$ cat src/design/lpss_pkg.sv
// Constants for the low-power state sequencer
package lpss_pkg;

    // ***************************************
    // Clock gate vector bit positions
    // ***************************************
    localparam int GATE_W       = 4;
    localparam int GATE_CORE    = 0;
    localparam int GATE_BUS     = 1;
    localparam int GATE_INTUNIT = 2;
    localparam int GATE_PLL     = 3;

    localparam logic [3:0] GATES_RUN   = 4'hF;
    localparam logic [3:0] GATES_HALT  = 4'hE;
    localparam logic [3:0] GATES_SLEEP = 4'h8;
    localparam logic [3:0] GATES_DEEP  = 4'h0;

    // ***************************************
    // Acknowledge transaction codes
    // ***************************************
    localparam int ACK_W = 2;
    localparam logic [1:0] ACK_NONE = 2'h0;
    localparam logic [1:0] ACK_HALT = 2'h1;
    localparam logic [1:0] ACK_MGMT = 2'h2;

    // Trip threshold in degrees C
    localparam int TRIP_TEMP_C = 125;
    localparam int TEMP_W      = 8;

    typedef enum logic [2:0] {
        LPSS_RUN   = 3'h0,
        LPSS_HALT  = 3'h1,
        LPSS_SLEEP = 3'h3,
        LPSS_DEEP  = 3'h2,
        LPSS_TRIP  = 3'h6
    } lpss_state_e;

endpackage

$ cat src/design/lpss_sequencer.sv
// Low-power state sequencer: power states, clock gates, acknowledges, trip
`timescale 1ns/1ps
`default_nettype none
module lpss_sequencer
    import lpss_pkg::*;
(
    input  wire logic                        clk,
    input  wire logic                        sys_rst,
    input  wire logic                        clock_halt_request_n,
    input  wire logic                        sleep_request_n,
    input  wire logic                        deep_sleep_request_n,
    input  wire logic                        mgmt_interrupt_n,
    input  wire logic                        snoopReq,
    input  wire logic                        intReq,
    input  wire logic                        busClkPresent,
    input  wire logic                        handlerDone,
    input  wire logic [lpss_pkg::TEMP_W-1:0] junctionTemp,
    output logic      [lpss_pkg::GATE_W-1:0] clkGate,
    output logic                             ackValid,
    output logic      [lpss_pkg::ACK_W-1:0]  ackCode,
    output logic                             busOutEn,
    output logic                             execRun,
    output logic                             saveState,
    output logic                             privileged_mgmt_mode,
    output logic                             snoopAck,
    output logic                             intAck,
    output logic                             overheat_trip_n,
    output logic                             low_power_status_n
);
    import lpss_pkg::*;

    // ***************************************
    // Input synchronisers
    // ***************************************
    logic [5:0] syncA_reg;
    logic [5:0] syncB_reg;
    logic haltReq;
    logic sleepReq;
    logic deepReq;
    logic mgmtReq;
    logic snoopIn;
    logic clkIn;

    always_ff @(posedge clk) begin
        syncA_reg <= {busClkPresent, snoopReq, ~mgmt_interrupt_n, ~deep_sleep_request_n,
                      ~sleep_request_n, ~clock_halt_request_n};
        syncB_reg <= syncA_reg;
    end

    assign haltReq  = syncB_reg[0];
    assign sleepReq = syncB_reg[1];
    assign deepReq  = syncB_reg[2];
    assign mgmtReq  = syncB_reg[3];
    assign snoopIn  = syncB_reg[4];
    assign clkIn    = syncB_reg[5];

    // ***************************************
    // Power state machine
    // ***************************************
    lpss_state_e state_reg;
    lpss_state_e state_next;
    logic        hot;

    assign hot = junctionTemp > TEMP_W'(TRIP_TEMP_C);

    always_comb begin
        state_next = state_reg;
        unique case (state_reg)
            LPSS_RUN: begin
                if (haltReq) begin
                    state_next = LPSS_HALT;
                end
            end
            LPSS_HALT: begin
                if (sleepReq) begin
                    state_next = LPSS_SLEEP;
                end else if (!haltReq) begin
                    state_next = LPSS_RUN;
                end
            end
            LPSS_SLEEP: begin
                // Only wake or deepen count here; lost bus clock and trip are handled below
                if (deepReq) begin
                    state_next = LPSS_DEEP;
                end else if (!sleepReq) begin
                    state_next = LPSS_HALT;
                end
            end
            LPSS_DEEP: begin
                // Wait for the bus clock too, or a lost clock bounces Sleep and Deep
                if (!deepReq && clkIn) begin
                    state_next = LPSS_SLEEP;
                end
            end
            LPSS_TRIP: begin
                state_next = LPSS_TRIP;
            end
            default: begin
                state_next = LPSS_RUN;
            end
        endcase
        // Losing the bus clock from Sleep falls straight to Deep Sleep
        if (state_reg == LPSS_SLEEP && !clkIn) begin
            state_next = LPSS_DEEP;
        end
        if (hot) begin
            state_next = LPSS_TRIP;
        end
    end
    // Sleep requests outside halt-grant fall through unchanged

    always_ff @(posedge clk) begin
        if (sys_rst) begin
            state_reg <= LPSS_RUN;
        end else begin
            state_reg <= state_next;
        end
    end

    // ***************************************
    // Clock gates and status
    // ***************************************
    always_ff @(posedge clk) begin
        if (sys_rst) begin
            clkGate            <= GATES_RUN;
            low_power_status_n <= 1'b1;
            overheat_trip_n    <= 1'b1;
        end else begin
            unique case (state_next)
                LPSS_HALT:  clkGate <= GATES_HALT;
                LPSS_SLEEP: clkGate <= GATES_SLEEP;
                LPSS_DEEP:  clkGate <= GATES_DEEP;
                LPSS_TRIP:  clkGate <= GATES_DEEP;
                default:    clkGate <= GATES_RUN;
            endcase
            low_power_status_n <= !(state_next == LPSS_DEEP);
            overheat_trip_n    <= !(state_next == LPSS_TRIP);
        end
    end

    // ***************************************
    // Snoop and interrupt service
    // ***************************************
    // Awake means clocks still reach the bus unit
    function automatic logic isAwake(lpss_state_e s);
        return (s == LPSS_RUN) || (s == LPSS_HALT);
    endfunction

    logic awake;
    logic awakeNext;
    assign awake     = isAwake(state_reg);
    assign awakeNext = isAwake(state_next);

    always_ff @(posedge clk) begin
        if (sys_rst) begin
            snoopAck <= 1'b0;
            intAck   <= 1'b0;
        end else begin
            // Deaf in Sleep and below
            snoopAck <= awake && snoopIn;
            intAck   <= awake && intReq && !intAck;
        end
    end

    // ***************************************
    // Management mode entry
    // ***************************************
    logic mgmtPrev_reg;
    logic ackPend_reg;

    always_ff @(posedge clk) begin
        if (sys_rst) begin
            mgmtPrev_reg         <= 1'b0;
            privileged_mgmt_mode <= 1'b0;
            saveState            <= 1'b0;
            ackPend_reg          <= 1'b0;
        end else begin
            mgmtPrev_reg <= mgmtReq;
            saveState    <= 1'b0;
            // Refused on the edge into Sleep, where its ack could never go out
            if (awake && awakeNext && mgmtReq && !mgmtPrev_reg && !privileged_mgmt_mode) begin
                saveState            <= 1'b1;
                privileged_mgmt_mode <= 1'b1;
                ackPend_reg          <= 1'b1;
            end else if (handlerDone && privileged_mgmt_mode && !ackPend_reg) begin
                privileged_mgmt_mode <= 1'b0;
            end else if (ackPend_reg && ackValid && ackCode == ACK_MGMT) begin
                ackPend_reg <= 1'b0;
            end
        end
    end

    // ***************************************
    // Acknowledge transactions
    // ***************************************
    always_ff @(posedge clk) begin
        if (sys_rst) begin
            ackValid <= 1'b0;
            ackCode  <= ACK_NONE;
        end else begin
            ackValid <= 1'b0;
            ackCode  <= ACK_NONE;
            if (state_reg == LPSS_RUN && state_next == LPSS_HALT) begin
                ackValid <= 1'b1;
                ackCode  <= ACK_HALT;
            end else if (ackPend_reg && !ackValid && awake) begin
                ackValid <= 1'b1;
                ackCode  <= ACK_MGMT;
            end
        end
    end

    // Handler runs only after its acknowledge went out
    always_ff @(posedge clk) begin
        if (sys_rst) begin
            execRun <= 1'b0;
        end else begin
            execRun <= (state_next == LPSS_RUN) && !ackPend_reg;
        end
    end

    // ***************************************
    // Bus output enable
    // ***************************************
    // Reset drops the enable on the next edge, inside the two-clock limit
    logic rstPrev_reg;
    logic tristate_reg;

    always_ff @(posedge clk) begin
        rstPrev_reg <= sys_rst;
        if (sys_rst) begin
            busOutEn <= 1'b0;
        end else begin
            busOutEn <= !tristate_reg && !(rstPrev_reg && mgmtReq);
        end
    end

    always_ff @(posedge clk) begin
        if (sys_rst) begin
            tristate_reg <= 1'b0;
        end else if (rstPrev_reg && mgmtReq) begin
            tristate_reg <= 1'b1;
        end
    end

endmodule
`default_nettype wire

$ cat config.mk
export PLATFORM = sky130hd
export DESIGN_NAME = lpss_sequencer
export DESIGN_NICKNAME = d
export VERILOG_FILES = /design/src/design/lpss_pkg.sv /design/src/design/lpss_sequencer.sv
export SDC_FILE = /design/constraint.sdc
export NUM_CORES = 1
export LEC_CHECK = 0
export BUFFER_PORTS_ARGS = -buffer_cell sky130_fd_sc_hd__buf_2
export CORE_MARGIN = 8
export CORE_UTILIZATION = 49
export CTS_BUF_LIST = sky130_fd_sc_hd__clkbuf_2 sky130_fd_sc_hd__clkbuf_4 sky130_fd_sc_hd__clkbuf_8
export CTS_CLUSTER_SIZE = 8
export DETAILED_ROUTE_END_ITERATION = 8
export PLACE_DENSITY = 0.8
export SLEW_MARGIN = 40
export SYNTH_ARGS = -nofsm -noshare
export SYNTH_HDL_FRONTEND = slang
export SYNTH_SLANG_ARGS = --single-unit
$ cat constraint.sdc
create_clock -name clk -period 1.39 [get_ports clk]
set_clock_uncertainty 0.1 [all_clocks]
set_input_delay 0.278 -clock clk [delete_from_list [all_inputs] [get_ports clk]]
set_output_delay 0.278 -clock clk [all_outputs]
set_load 0.01 [all_outputs]
=== Word-level counts from Yosys, hierarchy flattened ===
Index checks and enable logic that the tools add are counted.
Widths: inputs -> output; s select.

* Logic and storage cells: 93
* Flip-flop bits (word level): 34

* Bitwise logic cells: 4
* Reduce and logical (&&, ||, !) cells: 39
* Eq/ne operators: 10
* Mux-type cells: 20
* $lt $le $gt $ge: 1

{| class="wikitable"
|+ Operator list
! operator !! count
|-
| $mux 3 || 8
|-
| $logic_and 1x1->1 || 19
|-
| $pmux 3 s5 || 1
|-
| $eq 3x2->1 const B || 4
|-
| $pmux 4 s3 || 1
|-
| $logic_not 1->1 || 11
|-
| $mux 1 || 9
|-
| $gt 8x7->1 const B || 1
|-
| $eq 3x1->1 const B || 2
|-
| $eq 3x3->1 const B || 2
|-
| $logic_not 3->1 || 2
|-
| $not 1->1 || 4
|-
| $reduce_bool 2->1 || 2
|-
| $reduce_or 2->1 || 2
|-
| $eq 2x2->1 const B || 1
|-
| $logic_or 1x1->1 || 2
|-
| $mux 2 || 1
|-
| $ne 2x2->1 const B || 1
|-
| $reduce_and 2->1 || 1
|}

=== Logic depth before layout (Yosys ltp) ===
Gate-level depths: netlist of run 1.

* Depth in word-level cells: 14
* Depth in mapped cells: 4
* Mapped depth without buffers: 4

=== Least setup slack after synthesis of run 1 ===
Ideal clock, no wire load.

* Kind: input to register
* Start: input port junctionTemp[5] (netlist bit)
* End: register privileged_mgmt_mode
* Library setup time: 0.070 ns
* Slack: 0.118 ns
* Path buffers: 0
* Required time: 1.220 ns
* Arrival: 1.102 ns
* Stages on the path: 4
* Path through: nand4_1 -> o21bai_2 -> or4_4 -> a21oi_1

* Longest elaborated chain between the ends: 9
* Elaborated cells between the ends (all ways): 11
* Classes of those cells: 1 x order compare; 1 x eq/ne; 2 x mux; 7 x reduce/logical

{| class="wikitable"
|+ Ends and longest elaborated chain
! what !! line !! source
|-
| from (decl) || lpss_sequencer.sv:17 || <nowiki>input wire logic [lpss_pkg::TEMP_W-1:0] junctionTemp,</nowiki>
|-
| $gt 8x7->1 (*) || lpss_sequencer.sv:64 || <nowiki>assign hot = junctionTemp > TEMP_W'(TRIP_TEMP_C);</nowiki>
|-
| $mux 3 (*) || lpss_sequencer.sv:106 || <nowiki>if (hot) begin</nowiki>
|-
| $eq 3x1->1 / $logic_not 3->1 (equally long branches) || lpss_sequencer.sv:146 || <nowiki>return (s == LPSS_RUN) || (s == LPSS_HALT);</nowiki>
|-
| $logic_or 1x1->1 (*) || lpss_sequencer.sv:146 ||
|-
| $logic_and 1x1->1 (*) (4 in a row) || lpss_sequencer.sv:181 || <nowiki>if (awake && awakeNext && mgmtReq && !mgmtPrev_reg && !privileged_mgmt_mode) begin</nowiki>
|-
| $mux 1 / $reduce_bool 2->1 (equally long branches) || -- ||
|-
| to (signal assigned) || lpss_sequencer.sv:174 || <nowiki>privileged_mgmt_mode <= 1'b0;</nowiki>
|-
| to (signal assigned) || lpss_sequencer.sv:183 || <nowiki>privileged_mgmt_mode <= 1'b1;</nowiki>
|-
| to (signal assigned) || lpss_sequencer.sv:186 || <nowiki>privileged_mgmt_mode <= 1'b0;</nowiki>
|-
| to (decl) || lpss_sequencer.sv:24 || <nowiki>output logic privileged_mgmt_mode,</nowiki>
|}

Every way passes the cells marked *; elsewhere a longest branch is shown, timed or not.
A chain may end at the register's enable or synchronous reset.

=== Final worst setup path of run 1 ===
* Start: register state_reg[1]
* End: register privileged_mgmt_mode

* Longest elaborated chain between the ends: 12
* Elaborated cells between the ends (all ways): 25
* Classes of those cells: 5 x eq/ne; 10 x mux; 10 x reduce/logical

{| class="wikitable"
|+ Ends and longest elaborated chain
! what !! line !! source
|-
| from (decl) || lpss_sequencer.sv:60 || <nowiki>lpss_state_e state_reg;</nowiki>
|-
| from (signal assigned) || lpss_sequencer.sv:116 || <nowiki>state_reg <= state_next;</nowiki>
|-
| $mux 3, on equally long branches || lpss_sequencer.sv:85, lpss_sequencer.sv:77 ||
|-
| $mux 3, on equally long branches || lpss_sequencer.sv:83, lpss_sequencer.sv:75 ||
|-
| $pmux 3 s5 || lpss_sequencer.sv:68 || <nowiki>unique case (state_reg)</nowiki>
|-
| $mux 3 || lpss_sequencer.sv:103 || <nowiki>if (state_reg == LPSS_SLEEP && !clkIn) begin</nowiki>
|-
| $mux 3 || lpss_sequencer.sv:106 ||
|-
| $eq 3x1->1 / $logic_not 3->1 (equally long branches) || lpss_sequencer.sv:146 ||
|-
| $logic_or 1x1->1 || lpss_sequencer.sv:146 ||
|-
| $logic_and 1x1->1 (*) (4 in a row) || lpss_sequencer.sv:181 ||
|-
| $mux 1 / $reduce_bool 2->1 (equally long branches) || -- ||
|}

Marked as above.

==> flow_summary.ini, run 1 <==
[logic_synthesis]
synth-compound-area-share = 0.0834
syn_inst = 87
synth_top_cell_by_area = dfxtp_1
ys_seq_area_frac = 0.688
synth_top_family_by_area = simple AND/OR/NAND/NOR gates
ys_ff_latch = 33
synth_top_area_share = 0.688
yosys.area_share.xor_xnor = 0
yosys-top-cells-area = dfxtp_1 (69%), nor2_1 (3.1%), inv_1 (2.7%)
synth_mux_area_frac = 0
syn_area_um2 = 960
synth_area_per_cell_um2 = 11.0
synth_fa_ha_area_frac = 0
yosys.cell_types.count = 24
syn-num-nets = 105
yosys_warnings = 0
synthSimpleGateAreaFrac = 0.193

[worst_setup_path]
cp_max_fo = 5
rr_worst_depth = 4
critPathRequiredTime_ps = 1540
crit_type = reg2reg
endpoint_kind = flip-flop
worst_setup_path_start_kind = flip-flop
worstPathArrival_ps = 1470

[placement]
gp_congestion = 0.801
pre_cts_slack_ps = -64.0
portBuffers = 31
dp_hpwl_mm = 1.39

[floorplanning]
core_area_um2 = 1900
start_util = 0.505
die_y_um = 60.3
die_area_um2 = 3630
rows = 16
chipWidth_um = 60.3
ios = 33

[pwr]
powerDensity_nw_per_um2 = 1330
ir_drop_mv = 0.804
leakagePower_nw = 0.599

[grt]
gr-usage-met1 = 0.0988
antenna_found_initial = 0
grt_use_met3 = 0.0731
grt_usage = 0.110
grt_pass1_vias = 704
grt_max_degree = 10
grt-busiest-layer = met2
grt_use_met2 = 0.184
grt_overflow_total = 0
grt_pass1_wl_mm = 2.84

[routing]
drt-initial-drc-count = 17
vias_per_cell = 4.65
routed_wl_mm = 1.87
wl_per_cell_um = 11.8
drtAntennaViolNets = 0
vias = 734
firstDrtPassIters = 4
drc = 0

[clocking]
clkSinkCount = 33
insertion_delay_ps = 320
cts_max_path_buffers = 2
h-tree-depth = 2
path_clk_slew_ps = 90
cts_tree = built
cts_setup_buffers = 0
root_buffer = clkbuf_4
cts_made_buffers = 5

[run_status]
status = complete, no violations

[layout]
final_nets = 149
num-fill-cells = 164
final_util = 0.674
drive_gt1_frac = 0.374
n_antenna_cell = 0
seqCellArea_um2 = 663
multi_input_area_um2 = 278
area_growth_pct = 33.6

[timing]
setup-violations-final = 0
period_needed_ps = 1320
period_share = 0.948
rsz0062_at_grt = false
tightest_slew_ps = 307
fin_ws_ps = 71.8
hold_viol_final = 0
max_slew_margin = 0.796
slew_viol_final = 0
fmax_ghz = 0.759

[min_path]
min_path_type = in2reg
holdPathStages = 1

[job]
max_cap_violations = 0
-- path summary, 6_finish.rpt --
path	startpoint	end	slack, ps
max	state_reg[1]	privileged_mgmt_mode	70
min	sys_rst	rstPrev_reg	90
max reg2reg	state_reg[1]	privileged_mgmt_mode	70
min reg2reg	syncA_reg[2]	syncB_reg[2]	230
-- critical path, cell delays in order, from the launching register on --
cell and delay [ps]:
dfxtp_2 360, nor2_2 130, nand3b_1 90, or4_4 440, a21oi_1 130
-- cells in the final DEF, fill, tap and decap left out --
cell / netlist / routed
buf_2: 0 / 31
nor2_2: 1 / 1
a211o_2: 1 / 1
and2_1: 2 / 2
or3_1: 1 / 1
nor3_1: 1 / 1
nand4b_1: 1 / 1
o21bai_2: 1 / 1
nand3_1: 1 / 1
a221oi_2: 0 / 1
nand2_1: 7 / 6
a21oi_1: 4 / 3
clkbuf_4: 0 / 6
nand2b_1: 2 / 2
dlygate4sd3_1: 0 / 6
or4_4: 1 / 1
nor2b_1: 2 / 2
dfxtp_2: 0 / 2
o21ba_2: 1 / 1
a21oi_2: 0 / 1
nand4_1: 2 / 2
nand2_2: 0 / 1
nor3b_1: 2 / 2
nand3b_1: 2 / 2
and3_1: 1 / 1
clkbuf_8: 0 / 1
buf_4: 1 / 1
dfxtp_1: 33 / 31
inv_1: 7 / 7
nor2_1: 8 / 8
o21ai_0: 4 / 4
-- synthesized netlist by cell type --
library cell  number
nand4_1            2
nand4b_1           1
o21ba_2            1
o21ai_0            4
nor3b_1            2
a221oi_1           1
and3_1             1
nor3_1             1
buf_4              1
o21bai_2           1
nand2b_1           2
a211o_2            1
or4_4              1
a21oi_1            4
nor2b_1            2
nor2_2             1
nand2_1            7
inv_1              7
nand3b_1           2
nand3_1            1
or3_1              1
nor2_1             8
and2_1             2
dfxtp_1           33
-- metrics by stage --
step | total power [W] | hold WS, ps | TNS (ps) | cell area, µm² | std cells
finish | 0.00170 | 85.8 | 0 | 1280 | 158
global route | 0.00178 | 63.3 | 0 | 1280 | 158
CTS | 0.00172 | 57.3 | 0 | 1270 | 158
detailed placement | 0.00118 | 214 | -124 | 1150 | 145
global placement | 0.00117 | 210 | -39.1 | 1150 | 145
floorplan | 0.00111 | 206 | 0 | 960 | 87
-- routing by layer --
metal  vias up  part of all wire
met5         -                 0
met4         0             0.014
met3         3              0.10
met2        26              0.49
met1       331              0.39
li1        374                 -
-- power breakdown --
| group | internal, W | switching [W] |
|---|---|---|
| combinational | 0.0000792 | 0.0000747 |
| sequential | 0.000999 | 0.0000228 |
| clock | 0.000258 | 0.000269 |
| total | 0.00134 | 0.000367 |
-- logic make-up after synthesis --
logic type             Yosys count
and+or+nand+nor                 34
DFF                             33
AOI/OAI and AO/OA               12
buffers and inverters            8
-- timing repair --
action	in CTS	in global routing
hold buffers	6	0
hold endpoints to repair	6	0
gates resized for setup	0	5
endpoints found under the setup margin	0	6
-- cell type report --
class                   instances  share of cell area
inverters                       7              0.0205
flip-flops and latches         33               0.517
clock buffers                   7              0.0459
well taps                      27              0.0263
multi-input cells              46               0.217
repair buffers                 38               0.174
No activity file was read; power rests on OpenSTA's default activity.
==> run 2, diff against run 1 <==
Settings changed: BUFFER_PORTS_ARGS -buffer_cell sky130_fd_sc_hd__buf_2 to -buffer_cell sky130_fd_sc_hd__buf_4.
==> run 2 against run 1 <==
Against the previous run:
- die area stayed put
- register-to-register slack hardly changed
- hold slack worse by 66 ps
- sequential power hardly changed
- global-route usage is 0.81 points higher
- setup slack better by 4.5 ps
- largest cell class unchanged
==> flow_summary.ini, run 2 (synthesized netlist as in run 1, its figures left out) <==
[run_status]
status = complete, no violations

[timing]
hold_viol_final = 0
rsz0062_at_grt = false
fmax_ghz = 0.761
period_needed_ps = 1310
slew_viol_final = 0
max_slew_margin = 0.805
period_share = 0.945
tightest_slew_ps = 292
setup-violations-final = 0
fin_ws_ps = 76.3

[layout]
final_util = 0.722
drive_gt1_frac = 0.368
layout_commonest_cell = buf_4
fin_cells = 160
final_cell_mix = buf_4 (33), dfxtp_1 (31), nor2_1 (8), inv_1 (7), nand2_1 (7)
n_antenna_cell = 0
area_growth_pct = 43.0
final_nets = 150
stdcell_area_um2 = 1370
num-fill-cells = 150

[worst_setup_path]
cp-endpoint = ackPend_reg
worst_setup_path_start_kind = flip-flop
critPathSlowestCell = or4_4
endpoint_kind = flip-flop
path_depth = 4
crit_type = reg2reg
slowest_delay_ps = 430
cp_max_fo = 5
critPathTopFamily = simple AND/OR/NAND/NOR gates
r2r_setup_slack_ps = 80
critPathBufInv = 0
critPathRequiredTime_ps = 1550
cp_cell_sequence = nor2_2 -> nand3b_1 -> or4_4 -> a21oi_1
worstSetupStartpoint = state_reg[1]
worstReg2RegEnd = ackPend_reg
regToRegStartpoint = state_reg[1]
worstPathArrival_ps = 1470
rr_worst_depth = 4

[clocking]
clkSinkCount = 33
path_clk_slew_ps = 90
cts_made_buffers = 5
cts_max_path_buffers = 2
insertion_delay_ps = 330
cts_tree = built
root_buffer = clkbuf_4
h-tree-depth = 2
cts_setup_buffers = 0

[routing]
met3_length_um = 206
top_layer = met4
drt-initial-drc-count = 8
drtAntennaViolNets = 0
firstDrtPassIters = 4
drc = 0
routed_wl_mm = 1.91
wl_per_cell_um = 11.9
vias_per_cell = 4.56
route.met2.wl_um = 997
met1Wirelength_um = 674
vias = 730

[pwr]
powerDensity_nw_per_um2 = 1300
p_total_w = 0.00179
ir_drop_mv = 0.926
leakagePower_nw = 0.632

[grt]
grt_max_degree = 11
grt_pass1_vias = 701
grt_pass1_wl_mm = 2.90
grt_usage = 0.118
antenna_found_initial = 0
grt_overflow_total = 0

[floorplanning]
start_util = 0.505
die_y_um = 60.3
core_area_um2 = 1900
die_area_um2 = 3630
ios = 33
chipWidth_um = 60.3
rows = 16

[job]
max_cap_violations = 0

[placement]
pre_cts_slack_ps = -63.0
portBuffers = 31
gp_congestion = 0.777
dp_hpwl_mm = 1.39
placed_cells = 146
dpl-instance-area_um2 = 1230

[min_path]
min_path_type = in2reg
run 2: changes by cell type in the layout (fill, tap and decap cells not counted):
cell	change
buf_4	+32
buf_2	-31
a21oi_1	+1
a21oi_2	-1
clkbuf_4	-1
clkbuf_8	+1
clkinv_2	+1
nand2_1	+1
nand2_2	-1
run 2: cell type report:
cell class              count  area [µm²]  area share
flip-flops and latches     33         663       0.483
repair buffers             39         308       0.224
multi-input cells          46         272       0.198
clock buffers               7        65.1      0.0474
well taps                  27        33.8      0.0246
inverters                   7        26.3      0.0191
clock inverters             1        5.00     0.00365
run 2: how the worst min path moves through the flow:
stage	startpoint	endpoint	slack, ps	cells after the start
detailed placement	syncA_reg[5]	syncB_reg[5]	210	0
CTS	sys_rst	rstPrev_reg	10	1
finish	sys_rst	rstPrev_reg	20	1
floorplan	sys_rst	rstPrev_reg	210	0
global route	sys_rst	rstPrev_reg	5	1
global placement	syncA_reg[0]	syncB_reg[0]	210	0
run 2: worst register-to-register path: stages, from the launching register on:
cell and delay [ps]:
dfxtp_2 360, nor2_2 130, nand3b_1 80, or4_4 430
a21oi_1 140
run 2: power breakdown:
group,switching (W),internal [W]
Clock,0.000291,0.000293
Sequential,0.0000239,0.000999
Combinational,0.0000746,0.000105
run 2: per-stage QoR:
step,hold WS (ps),TNS (ps)
4_1_cts,10.1,0
2_1_floorplan,206,0
3_3_place_gp,210,-66.5
6_report,19.9,0
5_1_grt,4.73,0
3_5_place_dp,213,-119
run 2: repair_timing:
| action | 4_1_cts | 5_1_grt |
|---|---|---|
| gates resized for setup | 0 | 3 |
| setup endpoints to repair | 0 | 5 |
| endpoints found under the hold margin | 6 | 0 |
| hold buffers | 6 | 0 |
run 2: layer usage:
| layer | track usage | vias up |
|---|---|---|
| met3 | 0.0860 | 2 |
| met4 | 0.0816 | 0 |
| li1 | - | 376 |
| met1 | 0.0892 | 328 |
| met2 | 0.201 | 24 |
| met5 | 0 | - |
==> run 3, diff against run 2 <==
Settings changed: SETUP_SLACK_MARGIN set to 0.1.
==> run 3 against run 2 <==
Against the previous run:
- global-route usage rose by 0.44 points
- register-to-register slack gained 30 ps
- utilization is 2.7 points higher
- critical endpoint unchanged
- via count increased by 0.41%
- clock-buffer cell count unchanged
- final cell count increased by 2.5%
- power is 1.0% higher
- clock power hardly changed
==> flow_summary.ini, run 3 (synthesized netlist as in run 1, its figures left out) <==
[clocking]
cts_max_path_buffers = 2
insertion_delay_ps = 320
path_clk_slew_ps = 90
clkSinkCount = 33
cts_tree = built
cts_made_buffers = 5
root_buffer = clkbuf_4
h-tree-depth = 2

[routing]
firstDrtPassIters = 4
drtAntennaViolNets = 0
vias_per_cell = 4.47
drc = 0
wl_per_cell_um = 11.8
drt-initial-drc-count = 9
vias = 733
routed_wl_mm = 1.93

[floorplanning]
ios = 33
rows = 16
core_area_um2 = 1900
die_y_um = 60.3
die_area_um2 = 3630
start_util = 0.505
chipWidth_um = 60.3

[grt]
grt_max_degree = 11
grt_overflow_total = 0
grt_pass1_vias = 723
grt_usage = 0.122
grt_pass1_wl_mm = 3.02
antenna_found_initial = 0

[timing]
period_needed_ps = 1280
period_share = 0.921
setup-violations-final = 0
fmax_ghz = 0.781
slew_viol_final = 0
hold_viol_final = 0
tightest_slew_ps = 248
rsz0062_at_grt = true
setup_tns_ps = 0
max_slew_margin = 0.835

[worst_setup_path]
crit_type = reg2reg
slowest_delay_ps = 450
rr_worst_depth = 4
path_depth = 4
cp_cell_sequence = nor2_4 -> nand3b_1 -> or4_4 -> a21oi_2
worstSetupStartpoint = state_reg[1]
worstReg2RegEnd = ackPend_reg
endpoint_kind = flip-flop
cp-endpoint = ackPend_reg
critPathTopFamily = simple AND/OR/NAND/NOR gates
r2r_setup_slack_ps = 110
critPathSlowestCell = or4_4
critPathRequiredTime_ps = 1550
regToRegStartpoint = state_reg[1]
critPathBufInv = 0
worst_setup_path_start_kind = flip-flop
cp_max_fo = 3
worstPathArrival_ps = 1440

[layout]
layout_commonest_cell = buf_4
final_nets = 154
num-fill-cells = 140
area_growth_pct = 48.4
drive_gt1_frac = 0.416
final_cell_mix = buf_4 (37), dfxtp_1 (30), nor2_1 (8), inv_1 (7)
stdcell_area_um2 = 1420
n_antenna_cell = 0

[pwr]
leakagePower_nw = 0.655
ir_drop_mv = 0.918
powerDensity_nw_per_um2 = 1270

[placement]
dp_hpwl_mm = 1.39
gp_congestion = 0.777
dpl-instance-area_um2 = 1230
portBuffers = 31

[min_path]
min_path_type = in2reg

[run_status]
status = complete, no violations

[job]
max_cap_violations = 0
==> run 3: cell types whose count changed in the layout (fill, tap and decap cells not counted) <==
cell	before	now
a21oi_1	4	2
a21oi_2	0	2
buf_4	33	37
dfxtp_1	31	30
dfxtp_2	2	1
dfxtp_4	0	2
nand2_1	7	6
nand2_2	0	1
nor2_2	1	0
nor2_4	0	1
==> run 3: cell type report <==
type | instances | area (µm²) | share of cell area
Tap cell | 27 | 33.8 | 0.0237
Multi-Input combinational cell | 46 | 287 | 0.201
Sequential cell | 33 | 669 | 0.470
Timing Repair Buffer | 43 | 338 | 0.237
Clock buffer | 7 | 65.1 | 0.0457
Inverter | 7 | 26.3 | 0.0185
Clock inverter | 1 | 5.00 | 0.00351
==> run 3: power by group <==
group          internal (W)  switching, W  leakage [nW]
sequential         0.000998     0.0000248         0.276
combinational      0.000119     0.0000799         0.337
clock              0.000293      0.000291        0.0413
total               0.00141      0.000395         0.655
==> run 3: worst min path at each step <==
stage,startpoint,endpoint,cells after the start
global placement,syncA_reg[0],syncB_reg[0],0
finish,sys_rst,rstPrev_reg,1
CTS,sys_rst,rstPrev_reg,1
floorplan,sys_rst,rstPrev_reg,0
global route,sys_rst,rstPrev_reg,1
detailed placement,syncA_reg[5],syncB_reg[5],0
==> run 3: layer usage <==
layer | routed length [µm] | track usage | vias up
li1 | - | - | 383
met1 | 665 | 0.0891 | 324
met2 | 1020 | 0.213 | 24
met3 | 215 | 0.0903 | 2
met4 | 26 | 0.0816 | 0
met5 | 0 | 0 | -
==> run 3: per-stage QoR <==
step / std cells / power (W) / setup WS, ps / hold slack [ps] / utilization
6_report: 164 / 0.00181 / 109 / 33.2 / 0.749
3_3_place_gp: 146 / 0.00120 / -35.3 / 210 / 0.649
5_1_grt: 164 / 0.00189 / 37.7 / 19.3 / 0.749
2_1_floorplan: 87 / 0.00111 / 118 / 206 / -
4_1_cts: 162 / 0.00182 / 90.1 / 22.1 / 0.739
3_5_place_dp: 146 / 0.00121 / -63.0 / 213 / 0.649
==> run 3: timing repair <==
| action | 4_1_cts | 5_1_grt |
|---|---|---|
| setup endpoints to repair | 6 | 7 |
| gates resized for setup | 9 | 1 |
| pin swaps | 2 | 2 |
| setup buffers | 2 | 2 |
| hold buffers | 6 | 0 |
| hold endpoints to repair | 6 | 0 |
==> run 3: worst register-to-register path, delay by kind of cell (launching register included) <==
| family | cells | cell delay, ps |
|---|---|---|
| flip-flops | 1 | 370 |
| AO/OA/AOI/OAI | 1 | 140 |
| AND/OR/NAND/NOR | 3 | 620 |
